**src/hcm_pkg.sv**
```systemverilog
/*
 package for the hall capture mode block: register map, field layout,
 reset values, mode codes and structs.
 assumes: one 100 MHz clock, axi4-lite slave with 32-bit data.
*/
package hcm_pkg;

   // ----------------------------------------------------------------
   // register map
   // ----------------------------------------------------------------
   localparam logic [7:0] OFS_MODE_LOW  = 8'h00;
   localparam logic [7:0] OFS_MODE_HIGH = 8'h04;
   localparam logic [7:0] OFS_STATUS    = 8'h08;
   localparam logic [7:0] OFS_STATUS_CL = 8'h0C;
   localparam logic [7:0] OFS_CTRL      = 8'h10;
   localparam logic [7:0] OFS_CAP0      = 8'h20;
   localparam logic [7:0] OFS_SHD0      = 8'h24;
   localparam logic [7:0] OFS_DTC_LOAD  = 8'h40;
   localparam logic [7:0] OFS_HALL      = 8'h44;

   // ----------------------------------------------------------------
   // fields and reset values
   // ----------------------------------------------------------------
   localparam int          HSYNC_LSB      = 4;
   localparam int          BYPASS_BIT     = 7;
   localparam int          SWTRIG_BIT     = 0;
   localparam int          STATE_LSB      = 8;
   localparam int          HALL_EVT_BIT   = 11;
   localparam logic [7:0]  MODE_RESET     = 8'h00;
   localparam logic [5:0]  DTC_RESET      = 6'h04;
   localparam logic [5:0]  DTC_DONE       = 6'h01;
   localparam logic [1:0]  RESP_OKAY      = 2'h0;
   localparam logic [1:0]  RESP_SLVERR    = 2'h2;

   // ----------------------------------------------------------------
   // mode codes
   // ----------------------------------------------------------------
   localparam logic [3:0] M_DBL_RF   = 4'h4;
   localparam logic [3:0] M_DBL_R    = 4'h5;
   localparam logic [3:0] M_DBL_F    = 4'h6;
   localparam logic [3:0] M_DBL_A    = 4'h7;
   localparam logic [3:0] M_HALL     = 4'h8;
   localparam logic [3:0] M_HYST     = 4'h9;
   localparam logic [3:0] M_MI_RF    = 4'hA;
   localparam logic [3:0] M_MI_FR    = 4'hB;
   localparam logic [3:0] M_MI_RR    = 4'hC;
   localparam logic [3:0] M_MI_FF    = 4'hD;
   localparam logic [3:0] M_MI_AA    = 4'hE;

   localparam logic [2:0] HS_ANY     = 3'h0;
   localparam logic [2:0] HS_SCM     = 3'h1;
   localparam logic [2:0] HS_SPM     = 3'h2;
   localparam logic [2:0] HS_OFF     = 3'h3;
   localparam logic [2:0] HS_MPM     = 3'h4;
   localparam logic [2:0] HS_MOM     = 3'h5;
   localparam logic [2:0] HS_C0U     = 3'h6;
   localparam logic [2:0] HS_C0D     = 3'h7;

   // ----------------------------------------------------------------
   // timer event carrier
   // ----------------------------------------------------------------
   typedef struct packed {
      logic       count_down;
      logic       period_match;
      logic       one_match;
      logic [2:0] compare_match;
      logic       sec_compare;
      logic       sec_period;
   } hcm_tmr_evt_t;

endpackage : hcm_pkg
```
**src/hcm_capture.sv**
```systemverilog
/*
 hall synchronisation and capture mode logic for three channels,
 with an axi4-lite register slave.
 assumes: pins arrive asynchronously; timer value and timer events
 come from logic on CLOCK; one write and one read at most in flight.
*/
`timescale 1ns/1ps
module hcm_capture
(
   // clock and reset
   input  wire logic                CLOCK,
   input  wire logic                RESET,
   // pins
   input  wire logic [2:0]          CAP_PIN,
   input  wire logic [2:0]          POS_PIN,
   // timer side
   input  wire logic [15:0]         TIMER_VALUE,
   input  wire hcm_pkg::hcm_tmr_evt_t TIMER_EVT,
   output logic                     TIMER_RESET,
   output logic [2:0]               HALL_PATTERN,
   output logic                     HALL_SAMPLE,
   // axi4-lite
   input  wire logic [7:0]          AWADDR,
   input  wire logic                AWVALID,
   output logic                     AWREADY,
   input  wire logic [31:0]         WDATA,
   input  wire logic [3:0]          WSTRB,
   input  wire logic                WVALID,
   output logic                     WREADY,
   output logic [1:0]               BRESP,
   output logic                     BVALID,
   input  wire logic                BREADY,
   input  wire logic [7:0]          ARADDR,
   input  wire logic                ARVALID,
   output logic                     ARREADY,
   output logic [31:0]              RDATA,
   output logic [1:0]               RRESP,
   output logic                     RVALID,
   input  wire logic                RREADY
);

   // ----------------------------------------------------------------
   // storage
   // ----------------------------------------------------------------
   logic [7:0]  mode_lo_ff;
   logic [7:0]  mode_hi_ff;
   logic [5:0]  flag_ff;
   logic [2:0]  state_ff;
   logic        hall_evt_ff;
   logic [15:0] cap_ff [3];
   logic [15:0] shd_ff [3];
   logic [5:0]  dtc_load_ff;
   logic [5:0]  dtc_ff;
   logic [2:0]  cap_s1_ff, cap_s2_ff, cap_s3_ff;
   logic [2:0]  pos_s1_ff, pos_s2_ff, pos_s3_ff;
   logic [7:0]  awaddr_ff;
   logic [31:0] wdata_ff;
   logic [3:0]  wstrb_ff;
   logic        aw_ok_ff, w_ok_ff;
   logic        sw_trig_ff;
   logic [2:0]  hall_ff;

   function automatic logic [3:0] mode_of(input logic [7:0] lo, input logic [7:0] hi,
                                          input int n);
      return (n == 0) ? lo[3:0] : (n == 1) ? lo[7:4] : hi[3:0];
   endfunction : mode_of

   // ----------------------------------------------------------------
   // input synchronisers and edges
   // ----------------------------------------------------------------
   // two stage sync
   always_ff @(posedge CLOCK)
   begin
      cap_s1_ff <= CAP_PIN;
      cap_s2_ff <= cap_s1_ff;
      cap_s3_ff <= cap_s2_ff;
      pos_s1_ff <= POS_PIN;
      pos_s2_ff <= pos_s1_ff;
      pos_s3_ff <= pos_s2_ff;
   end

   wire [2:0] cap_rise = cap_s2_ff & ~cap_s3_ff;
   wire [2:0] cap_fall = ~cap_s2_ff & cap_s3_ff;
   wire [2:0] pos_rise = pos_s2_ff & ~pos_s3_ff;
   wire [2:0] pos_fall = ~pos_s2_ff & pos_s3_ff;
   wire       pos_any  = |(pos_rise | pos_fall);

   // ----------------------------------------------------------------
   // hall trigger selection and delay
   // ----------------------------------------------------------------
   wire [2:0] hsync   = mode_hi_ff[hcm_pkg::HSYNC_LSB +: 3];
   wire       bypass  = mode_hi_ff[hcm_pkg::BYPASS_BIT];
   wire       all_hall = (mode_lo_ff[3:0] == hcm_pkg::M_HALL)
                      && (mode_lo_ff[7:4] == hcm_pkg::M_HALL)
                      && (mode_hi_ff[3:0] == hcm_pkg::M_HALL);
   logic      hw_src;
   always_comb
   begin
      case (hsync)
         hcm_pkg::HS_ANY: hw_src = pos_any;
         hcm_pkg::HS_SCM: hw_src = TIMER_EVT.sec_compare;
         hcm_pkg::HS_SPM: hw_src = TIMER_EVT.sec_period;
         hcm_pkg::HS_OFF: hw_src = 1'b0;
         hcm_pkg::HS_MPM: hw_src = TIMER_EVT.period_match & ~TIMER_EVT.count_down;
         hcm_pkg::HS_MOM: hw_src = TIMER_EVT.one_match & TIMER_EVT.count_down;
         hcm_pkg::HS_C0U: hw_src = TIMER_EVT.compare_match[0] & ~TIMER_EVT.count_down;
         hcm_pkg::HS_C0D: hw_src = TIMER_EVT.compare_match[0] & TIMER_EVT.count_down;
         default:         hw_src = 1'b0;
      endcase
   end
   wire       start_src = hw_src | (all_hall & pos_any);
   wire       dtc_run   = (dtc_ff != 6'h00);
   wire       dtc_fire  = (dtc_ff == hcm_pkg::DTC_DONE);
   wire       sample_now = sw_trig_ff | (bypass & start_src) | (~bypass & dtc_fire);
   wire [5:0] nxt_dtc = (~bypass & start_src) ? dtc_load_ff
                      : dtc_run ? dtc_ff - 6'h01 : 6'h00;
   // valid hall event on changed pattern
   wire       hall_valid = sample_now & all_hall & (pos_s2_ff != hall_ff);

   always_ff @(posedge CLOCK)
   begin
      if (RESET)
      begin
         dtc_ff       <= 6'h00;
         hall_ff      <= 3'h0;
         HALL_SAMPLE  <= 1'b0;
         HALL_PATTERN <= 3'h0;
         TIMER_RESET  <= 1'b0;
      end
      else
      begin
         dtc_ff       <= nxt_dtc;
         HALL_SAMPLE  <= sample_now;
         TIMER_RESET  <= hall_valid;
         if (sample_now)
         begin
            hall_ff      <= pos_s2_ff;
            HALL_PATTERN <= pos_s2_ff;
         end
      end
   end

   // ----------------------------------------------------------------
   // per channel capture
   // ----------------------------------------------------------------
   logic [5:0] flag_set;
   logic [2:0] st_set, st_clr;
   for (genvar n = 0; n < 3; n++)
   begin : g_ch
      wire [3:0] m  = mode_of(mode_lo_ff, mode_hi_ff, n);
      wire       cr = cap_rise[n];
      wire       cf = cap_fall[n];
      wire       pr = pos_rise[n];
      wire       pf = pos_fall[n];
      wire       is_cap = (m >= hcm_pkg::M_DBL_RF) && (m != 4'hF)
                          && (m != hcm_pkg::M_HYST) && (m != hcm_pkg::M_HALL || n == 0);
      wire to_cap = (m == hcm_pkg::M_DBL_RF && cr) || (m == hcm_pkg::M_MI_RF && cr)
                 || (m == hcm_pkg::M_MI_FR && cf) || (m == hcm_pkg::M_MI_RR && cr)
                 || (m == hcm_pkg::M_MI_FF && cf) || (m == hcm_pkg::M_MI_AA && (cr | cf))
                 || (m == hcm_pkg::M_HALL && n == 0 && hall_valid);
      wire to_shd = (m == hcm_pkg::M_DBL_RF && cf);
      wire pos_evt = (m == hcm_pkg::M_MI_RF && pf) || (m == hcm_pkg::M_MI_FR && pr)
                  || (m == hcm_pkg::M_MI_RR && pr) || (m == hcm_pkg::M_MI_FF && pf)
                  || (m == hcm_pkg::M_MI_AA && (pr | pf));
      wire chain = (m == hcm_pkg::M_DBL_R && cr) || (m == hcm_pkg::M_DBL_F && cf)
                || (m == hcm_pkg::M_DBL_A && (cr | cf));
      // reserved mode has no compare action
      wire is_cmp = !is_cap && (m != 4'hF);
      assign flag_set[2*n]   = (is_cap && m != hcm_pkg::M_HALL && cr)
                             || (is_cmp && TIMER_EVT.compare_match[n] && !TIMER_EVT.count_down);
      assign flag_set[2*n+1] = (is_cap && m != hcm_pkg::M_HALL && cf)
                             || (is_cmp && TIMER_EVT.compare_match[n] && TIMER_EVT.count_down);
      assign st_set[n] = (pos_evt) || (m == hcm_pkg::M_HYST && TIMER_EVT.compare_match[n]
                                       && pos_s2_ff[n]);
      assign st_clr[n] = (m == hcm_pkg::M_HYST && pf);

      always_ff @(posedge CLOCK)
      begin
         if (RESET)
         begin
            cap_ff[n] <= 16'h0000;
            shd_ff[n] <= 16'h0000;
         end
         else if (chain)
         begin
            cap_ff[n] <= shd_ff[n];
            shd_ff[n] <= TIMER_VALUE;
         end
         else
         begin
            if (to_cap)
               cap_ff[n] <= TIMER_VALUE;
            if (to_shd | pos_evt)
               shd_ff[n] <= TIMER_VALUE;
         end
      end
   end

   // ----------------------------------------------------------------
   // axi4-lite slave
   // ----------------------------------------------------------------
   wire do_wr = aw_ok_ff & w_ok_ff & ~BVALID;
   wire do_rd = ARVALID & ARREADY;
   wire wr_hit = (awaddr_ff == hcm_pkg::OFS_MODE_LOW) || (awaddr_ff == hcm_pkg::OFS_MODE_HIGH)
              || (awaddr_ff == hcm_pkg::OFS_STATUS_CL) || (awaddr_ff == hcm_pkg::OFS_CTRL)
              || (awaddr_ff == hcm_pkg::OFS_DTC_LOAD);
   wire wr_b0 = do_wr & wstrb_ff[0];
   wire [3:0] ra_idx = ARADDR[5:2] - 4'h8;
   logic [31:0] rd_mux;
   logic        rd_ok;
   always_comb
   begin
      rd_ok  = 1'b1;
      rd_mux = 32'h0000_0000;
      case (ARADDR)
         hcm_pkg::OFS_MODE_LOW:  rd_mux = {24'h0, mode_lo_ff};
         hcm_pkg::OFS_MODE_HIGH: rd_mux = {24'h0, mode_hi_ff};
         hcm_pkg::OFS_STATUS:    rd_mux = {20'h0, hall_evt_ff, state_ff, 2'h0, flag_ff};
         hcm_pkg::OFS_STATUS_CL: rd_mux = 32'h0000_0000;
         hcm_pkg::OFS_CTRL:      rd_mux = 32'h0000_0000;
         hcm_pkg::OFS_DTC_LOAD:  rd_mux = {26'h0, dtc_load_ff};
         hcm_pkg::OFS_HALL:      rd_mux = {29'h0, hall_ff};
         8'h20, 8'h28, 8'h30:    rd_mux = {16'h0, cap_ff[ra_idx[2:1]]};
         8'h24, 8'h2C, 8'h34:    rd_mux = {16'h0, shd_ff[ra_idx[2:1]]};
         default:                rd_ok = 1'b0;
      endcase
   end
   wire [15:0] clr = (wr_b0 && awaddr_ff == hcm_pkg::OFS_STATUS_CL) ? wdata_ff[15:0] : 16'h0;
   wire [5:0]  nxt_flag  = (flag_ff & ~clr[5:0]) | flag_set;
   wire [2:0]  nxt_state = ((state_ff & ~clr[10:8]) & ~st_clr) | (st_set & ~st_clr);
   wire        nxt_hevt  = (hall_evt_ff & ~clr[hcm_pkg::HALL_EVT_BIT]) | hall_valid;

   always_ff @(posedge CLOCK)
   begin
      if (RESET)
      begin
         mode_lo_ff  <= hcm_pkg::MODE_RESET;
         mode_hi_ff  <= hcm_pkg::MODE_RESET;
         dtc_load_ff <= hcm_pkg::DTC_RESET;
         flag_ff     <= 6'h00;
         state_ff    <= 3'h0;
         hall_evt_ff <= 1'b0;
         sw_trig_ff  <= 1'b0;
         aw_ok_ff    <= 1'b0;
         w_ok_ff     <= 1'b0;
         awaddr_ff   <= 8'h00;
         wdata_ff    <= 32'h0000_0000;
         wstrb_ff    <= 4'h0;
         AWREADY     <= 1'b0;
         WREADY      <= 1'b0;
         BVALID      <= 1'b0;
         BRESP       <= hcm_pkg::RESP_OKAY;
         ARREADY     <= 1'b0;
         RVALID      <= 1'b0;
         RDATA       <= 32'h0000_0000;
         RRESP       <= hcm_pkg::RESP_OKAY;
      end
      else
      begin
         flag_ff     <= nxt_flag;
         state_ff    <= nxt_state;
         hall_evt_ff <= nxt_hevt;
         AWREADY     <= ~aw_ok_ff & ~AWREADY & ~BVALID;
         WREADY      <= ~w_ok_ff & ~WREADY & ~BVALID;
         if (AWVALID & AWREADY)
         begin
            aw_ok_ff  <= 1'b1;
            awaddr_ff <= AWADDR;
         end
         if (WVALID & WREADY)
         begin
            w_ok_ff  <= 1'b1;
            wdata_ff <= WDATA;
            wstrb_ff <= WSTRB;
         end
         sw_trig_ff <= wr_b0 && awaddr_ff == hcm_pkg::OFS_CTRL
                       && wdata_ff[hcm_pkg::SWTRIG_BIT];
         if (wr_b0 && awaddr_ff == hcm_pkg::OFS_MODE_LOW)
            mode_lo_ff <= wdata_ff[7:0];
         if (wr_b0 && awaddr_ff == hcm_pkg::OFS_MODE_HIGH)
            mode_hi_ff <= wdata_ff[7:0];
         if (wr_b0 && awaddr_ff == hcm_pkg::OFS_DTC_LOAD)
            dtc_load_ff <= wdata_ff[5:0];
         if (do_wr)
         begin
            aw_ok_ff <= 1'b0;
            w_ok_ff  <= 1'b0;
            BVALID   <= 1'b1;
            BRESP    <= wr_hit ? hcm_pkg::RESP_OKAY : hcm_pkg::RESP_SLVERR;
         end
         else if (BVALID & BREADY)
            BVALID <= 1'b0;
         ARREADY <= ~RVALID & ~do_rd;
         if (do_rd)
         begin
            RVALID <= 1'b1;
            RDATA  <= rd_mux;
            RRESP  <= rd_ok ? hcm_pkg::RESP_OKAY : hcm_pkg::RESP_SLVERR;
         end
         else if (RVALID & RREADY)
            RVALID <= 1'b0;
      end
   end
endmodule : hcm_capture

```
**config.mk**
```make
export PLATFORM = sky130hd
export DESIGN_NAME = hcm_capture
export DESIGN_NICKNAME = d
export VERILOG_FILES = /design/src/hcm_pkg.sv /design/src/hcm_capture.sv
export SDC_FILE = /design/constraint.sdc
export NUM_CORES = 1
export LEC_CHECK = 0
export ABC_AREA = 1
export BUFFER_PORTS_ARGS = -buffer_cell sky130_fd_sc_hd__buf_2
export CAP_MARGIN = 25
export CORE_UTILIZATION = 52
export DETAILED_ROUTE_END_ITERATION = 8
export GPL_ROUTABILITY_DRIVEN = 1
export PLACE_DENSITY = 0.76
export SLEW_MARGIN = 10
export SYNTH_ARGS = -nofsm -noshare
export SYNTH_HDL_FRONTEND = slang
export SYNTH_SLANG_ARGS = --single-unit
```
**constraint.sdc**
```tcl
create_clock -name CLOCK -period 2.27 [get_ports CLOCK]
set_input_delay 0.681 -clock CLOCK [delete_from_list [all_inputs] [get_ports CLOCK]]
set_output_delay 0.681 -clock CLOCK [all_outputs]
set_load 0.005 [all_outputs]
```
# Word level (Yosys, flattened, before mapping)
# Memories as Yosys holds them, arrays and structs flattened.
# Cells that the tools add are included.
# word_totals
regBits,126
latchBits,0
ram_bits,96
romBits,0
input_bits,89
elab_cells,394
n_memories,2
# mem_list
memory,words,word_bits,read_ports,rd_clocked_by_memory_dff,write_ports,line,source
cap_ff,3,16,1,0,3,hcm_capture.sv:50,logic [15:0] cap_ff [3];
shd_ff,3,16,4,0,3,hcm_capture.sv:51,logic [15:0] shd_ff [3];
# classes
addsub,2
mul,0
div,0
magnitude_cmp,3
n_eq_ne,67
n_shift,0
muxes,59
n_bitwise,77
reduce_logical,154
# op_table
operator,count
$mux 16,12
$pmux 16 s7,1
$logic_and 1x1->1,92
$eq 4x4->1 const B,21
$eq 4x3->1 const B,12
$eq 8x6->1 const B,6
$logic_or 1x1->1,47
$mux 1,40
$ne 4x4->1 const B,9
$or 1x1->1,25
$and 1x1->1,24
$eq 8x4->1 const B,3
$eq 8x7->1 const B,3
$and 3x3->3,7
$not 3->3,6
$eq 8x3->1 const B,2
$eq 8x5->1 const B,2
$logic_not 8->1,2
$reduce_or 13->1,1
$eq 3x3->1 const B,4
$ge 4x3->1 const B,3
$mux 12,1
$mux 6,2
$not 1->1,10
18 further kinds,27

# Longest topological paths before layout
# depth
depth_word,18
ltp_mapped,14

# Worst setup path before layout
# Ideal clock, no wire load.
# synth_timing
kind,register -> register
startpoint,reg pos_s2_ff[2]
endpoint,mem shd_ff[2][0] (enable)
setup_ns,0.372
t_arrival_ns,1.844
required_ns,1.898
path_slack_ns,0.055
stages_incl_launch_ff,8
path_cell_list,dfxtp_1 inv_1 ha_1 or3_1 nand3_1 o21ai_2 buf_4 nand2_1
# synth_lines
item,line,source
start: declaration,hcm_capture.sv:55,"logic [2:0] pos_s1_ff, pos_s2_ff, pos_s3_ff;"
start signal: assignment,hcm_capture.sv:78,pos_s2_ff <= pos_s1_ff;
end: declaration,hcm_capture.sv:51,

==> metrics.csv <==
metric,value,unit
Final Hold Fails,0,
fin area,11600,µm²
CP Class,reg2reg,
Post-synth EDFFs,96,
FILL cells,1590,
Setup-failing EPs final,0,
crit-path leading delay family,simple AND/OR/NAND/NOR gates,
Placed Instances,1527,
Register Area,5040,µm²
Final ANT Viol Nets,0,
count of distinct cell types in the synthesized netlist,47,
Core Box Area,18800,µm²
setup_tns,0,ns
Rel. slew slack,0.525,
min Tclk post-route,2.09,ns
power density over the cells,716,nW/µm²
average wire per standard cell,17.3,µm
asr flop ratio synth,0,
CTS buffer count,22,
R2R setup slack,0.18,ns
data arrival time of the worst path,2.33,ns
Initial Util,0.533,
antenna violations before repair,1,
post-synthesis cell count,1204,
clock buffer depth,3,
Pleak,5.00,nW
TritonCTS clock tree,yes,
Num Clock Sinks,204,
max incr delay on CP,0.34,ns
CP max-delay cell,dfxtp_1,
VDD IR max,494,µV
final net count,1421,
total number of vias,8761,
"most common cell after layout, fill and taps aside",nand2_1,
row cnt,50,
Seq cells post-synth,204,
Area Growth Syn to Fin,16.3,%
Port Buf Inserts,93,
"Avg Cell Area, Syn",8.31,µm²
drt drc,0,
Tcrit/Tclk final,0.920,
GPL Wtd Cong,0.937,
startpoint types,register,
ratio of cells with drive above 1 in the final layout,0.180,
most frequent cells in the layout,"nand2_1, inv_1, o21ai_0, nor2_1, dfxtp_1",
Synth Cell Area,10000,µm²
H-tree level count,1,
crit path cell chain,"inv_1, ha_1, nand3_1, inv_1, nand2_1, nand3_1, nand3_2, nand2_2, nand2_4, nand2_4, nand2_8, nand3_2, nand2_1",
non-filler cells in the finished layout,1568,
drt first pass iters,7,
YS warnings,0,
Die ar.,19800,µm²
sequential element share of the synthesized area,0.505,
worst path required time,2.51,ns
CTS Root Cell,clkbuf_16,
Multi-input gate area,4030,µm²
largest area contributor in the netlist,edfxtp_1,
Die H,141,µm
# IOs,135,
ranking of synthesized cells by area,"edfxtp_1, dfxtp_1, nand2_1",
post-DP HPWL,19.4,mm
Via density,5.59,
highest clock rate,0.479,GHz
Worst-path clk slew,0.06,ns
Slew Limit Fails,0,
die width,141,µm
Total Routing Usage GR,0.279,
Worst Tran Pin Value,0.711,ns
share of the synthesized area in the top cell type,0.288,
"Top FF cell, synth",dfxtp_1,
grt ovf,0,
Final Routed Wirelength,27.2,mm
clock skew,0.00749,ns
starting DRC count in detailed routing,731,
Placed Instance Area,10900,µm²
CP bufs+invs,2,
RSZ-0062 raised after global routing,false,
endpoint class of the critical path,register,
Crit Path Max Fanout,16,
hold buffer count at CTS,0,
MaxCap Viol Count,0,
post-layout util,0.620,
number of global-route vias before repair,8208,
status,"complete, no violations",
Min-Delay Path Class,in2reg,
total power,0.00832,W
largest net degree at the start of global routing,37,
first-pass GRT wire length,43.0,mm
Skew-Pair Late Insertion Delay,0.50,ns
[report_power, final]
group          internal, W  switching, W  total (W)
Combinational     0.000220      0.000429   0.000649
Sequential         0.00398     0.0000646    0.00404
Clock              0.00215       0.00148    0.00363
Total              0.00635       0.00198    0.00832
[repair_timing]
item,in CTS,in global routing
buffers inserted,0,0
gates resized for setup,0,1
endpoints found under the setup margin,0,2
[routing by layer]
layer,global-route usage,share of wire,routed length (µm)
met1,0.379,0.42,11400
met2,0.441,0.44,12000
met3,0.0421,0.097,2630
met4,0.128,0.041,1100
met5,0,0,0
[synth_stat cells (all sizes together) (2+ instances only)]
| library cell | n |
|---|---|
| o211ai | 14 |
| nand2 | 204 |
| nor4 | 6 |
| a41oi | 2 |
| ha | 15 |
| nand3 | 64 |
| edfxtp | 96 |
| nor2 | 126 |
| or2 | 2 |
| a211oi | 10 |
| a21oi | 109 |
| buf | 46 |
| or3 | 2 |
| o21bai | 2 |
| o221ai | 3 |
| nor3 | 10 |
| a31oi | 9 |
| o22ai | 22 |
| o311ai | 2 |
| clkbuf | 23 |
| nand4 | 9 |
| inv | 161 |
| xnor2 | 3 |
| dfxtp | 108 |
| o21ai | 153 |
[layout make-up]
cell class / count / area share
Antenna cell: 1 / 0.000215
Multi-Input combinational cell: 787 / 0.347
Clock buffer: 26 / 0.0522
Clock inverter: 14 / 0.0114
Inverter: 161 / 0.0520
Sequential cell: 204 / 0.434
Tap cell: 234 / 0.0252
Timing Repair Buffer: 141 / 0.0785
[cell families (layout without fill, tap and decap cells)]
family / count (synthesis) / after routing / share of synthesized area
buf+inv: 230 / 342 / 0.0996
compound gates: 327 / 327 / 0.183
fa+ha+maj: 15 / 15 / 0.0188
simple gates: 424 / 424 / 0.191
flops: 204 / 204 / 0.505
other cells: 1 / 19 / 0.000375
xor+xnor: 3 / 3 / 0.00263
[metrics by stage]
step | hold slack [ns] | setup slack [ns]
final | 0.280 | 0.181
after CTS | 0.264 | 0.154
after global routing | 0.262 | 0.0558
after floorplan | 0.310 | 0.0547
after global placement | 0.312 | 0.0408
after detailed placement | 0.312 | 0.0268
[final timing paths]
check / start / end / cells after the start
max: pos_s2_ff[0]$_DFF_P_ / cap_ff[0][9]$_DFFE_PP_ / 13
min: POS_PIN[0] / pos_s1_ff[0]$_DFF_P_ / 1
max reg2reg: pos_s2_ff[0]$_DFF_P_ / cap_ff[0][9]$_DFFE_PP_ / 13
min reg2reg: pos_s1_ff[1]$_DFF_P_ / pos_s2_ff[1]$_DFF_P_ / 0
[flip-flops by register name, indices dropped and copies added (netlist names), 6 cells and up]
signal,count
wdata_ff,12
cap_ff,48
awaddr_ff,8
RDATA,16
mode_hi_ff,8
flag_ff,6
dtc_load_ff,6
shd_ff,48
mode_lo_ff,8
dtc_ff,6
[worst register-to-register path: cells and delay by family, from the launching register on]
kind | cells | cell delay [ns]
fa+ha+maj | 1 | 0.30
buf+inv | 2 | 0.15
flops | 1 | 0.34
simple gates | 10 | 1.05
No activity file was read; power rests on OpenSTA's default activity.
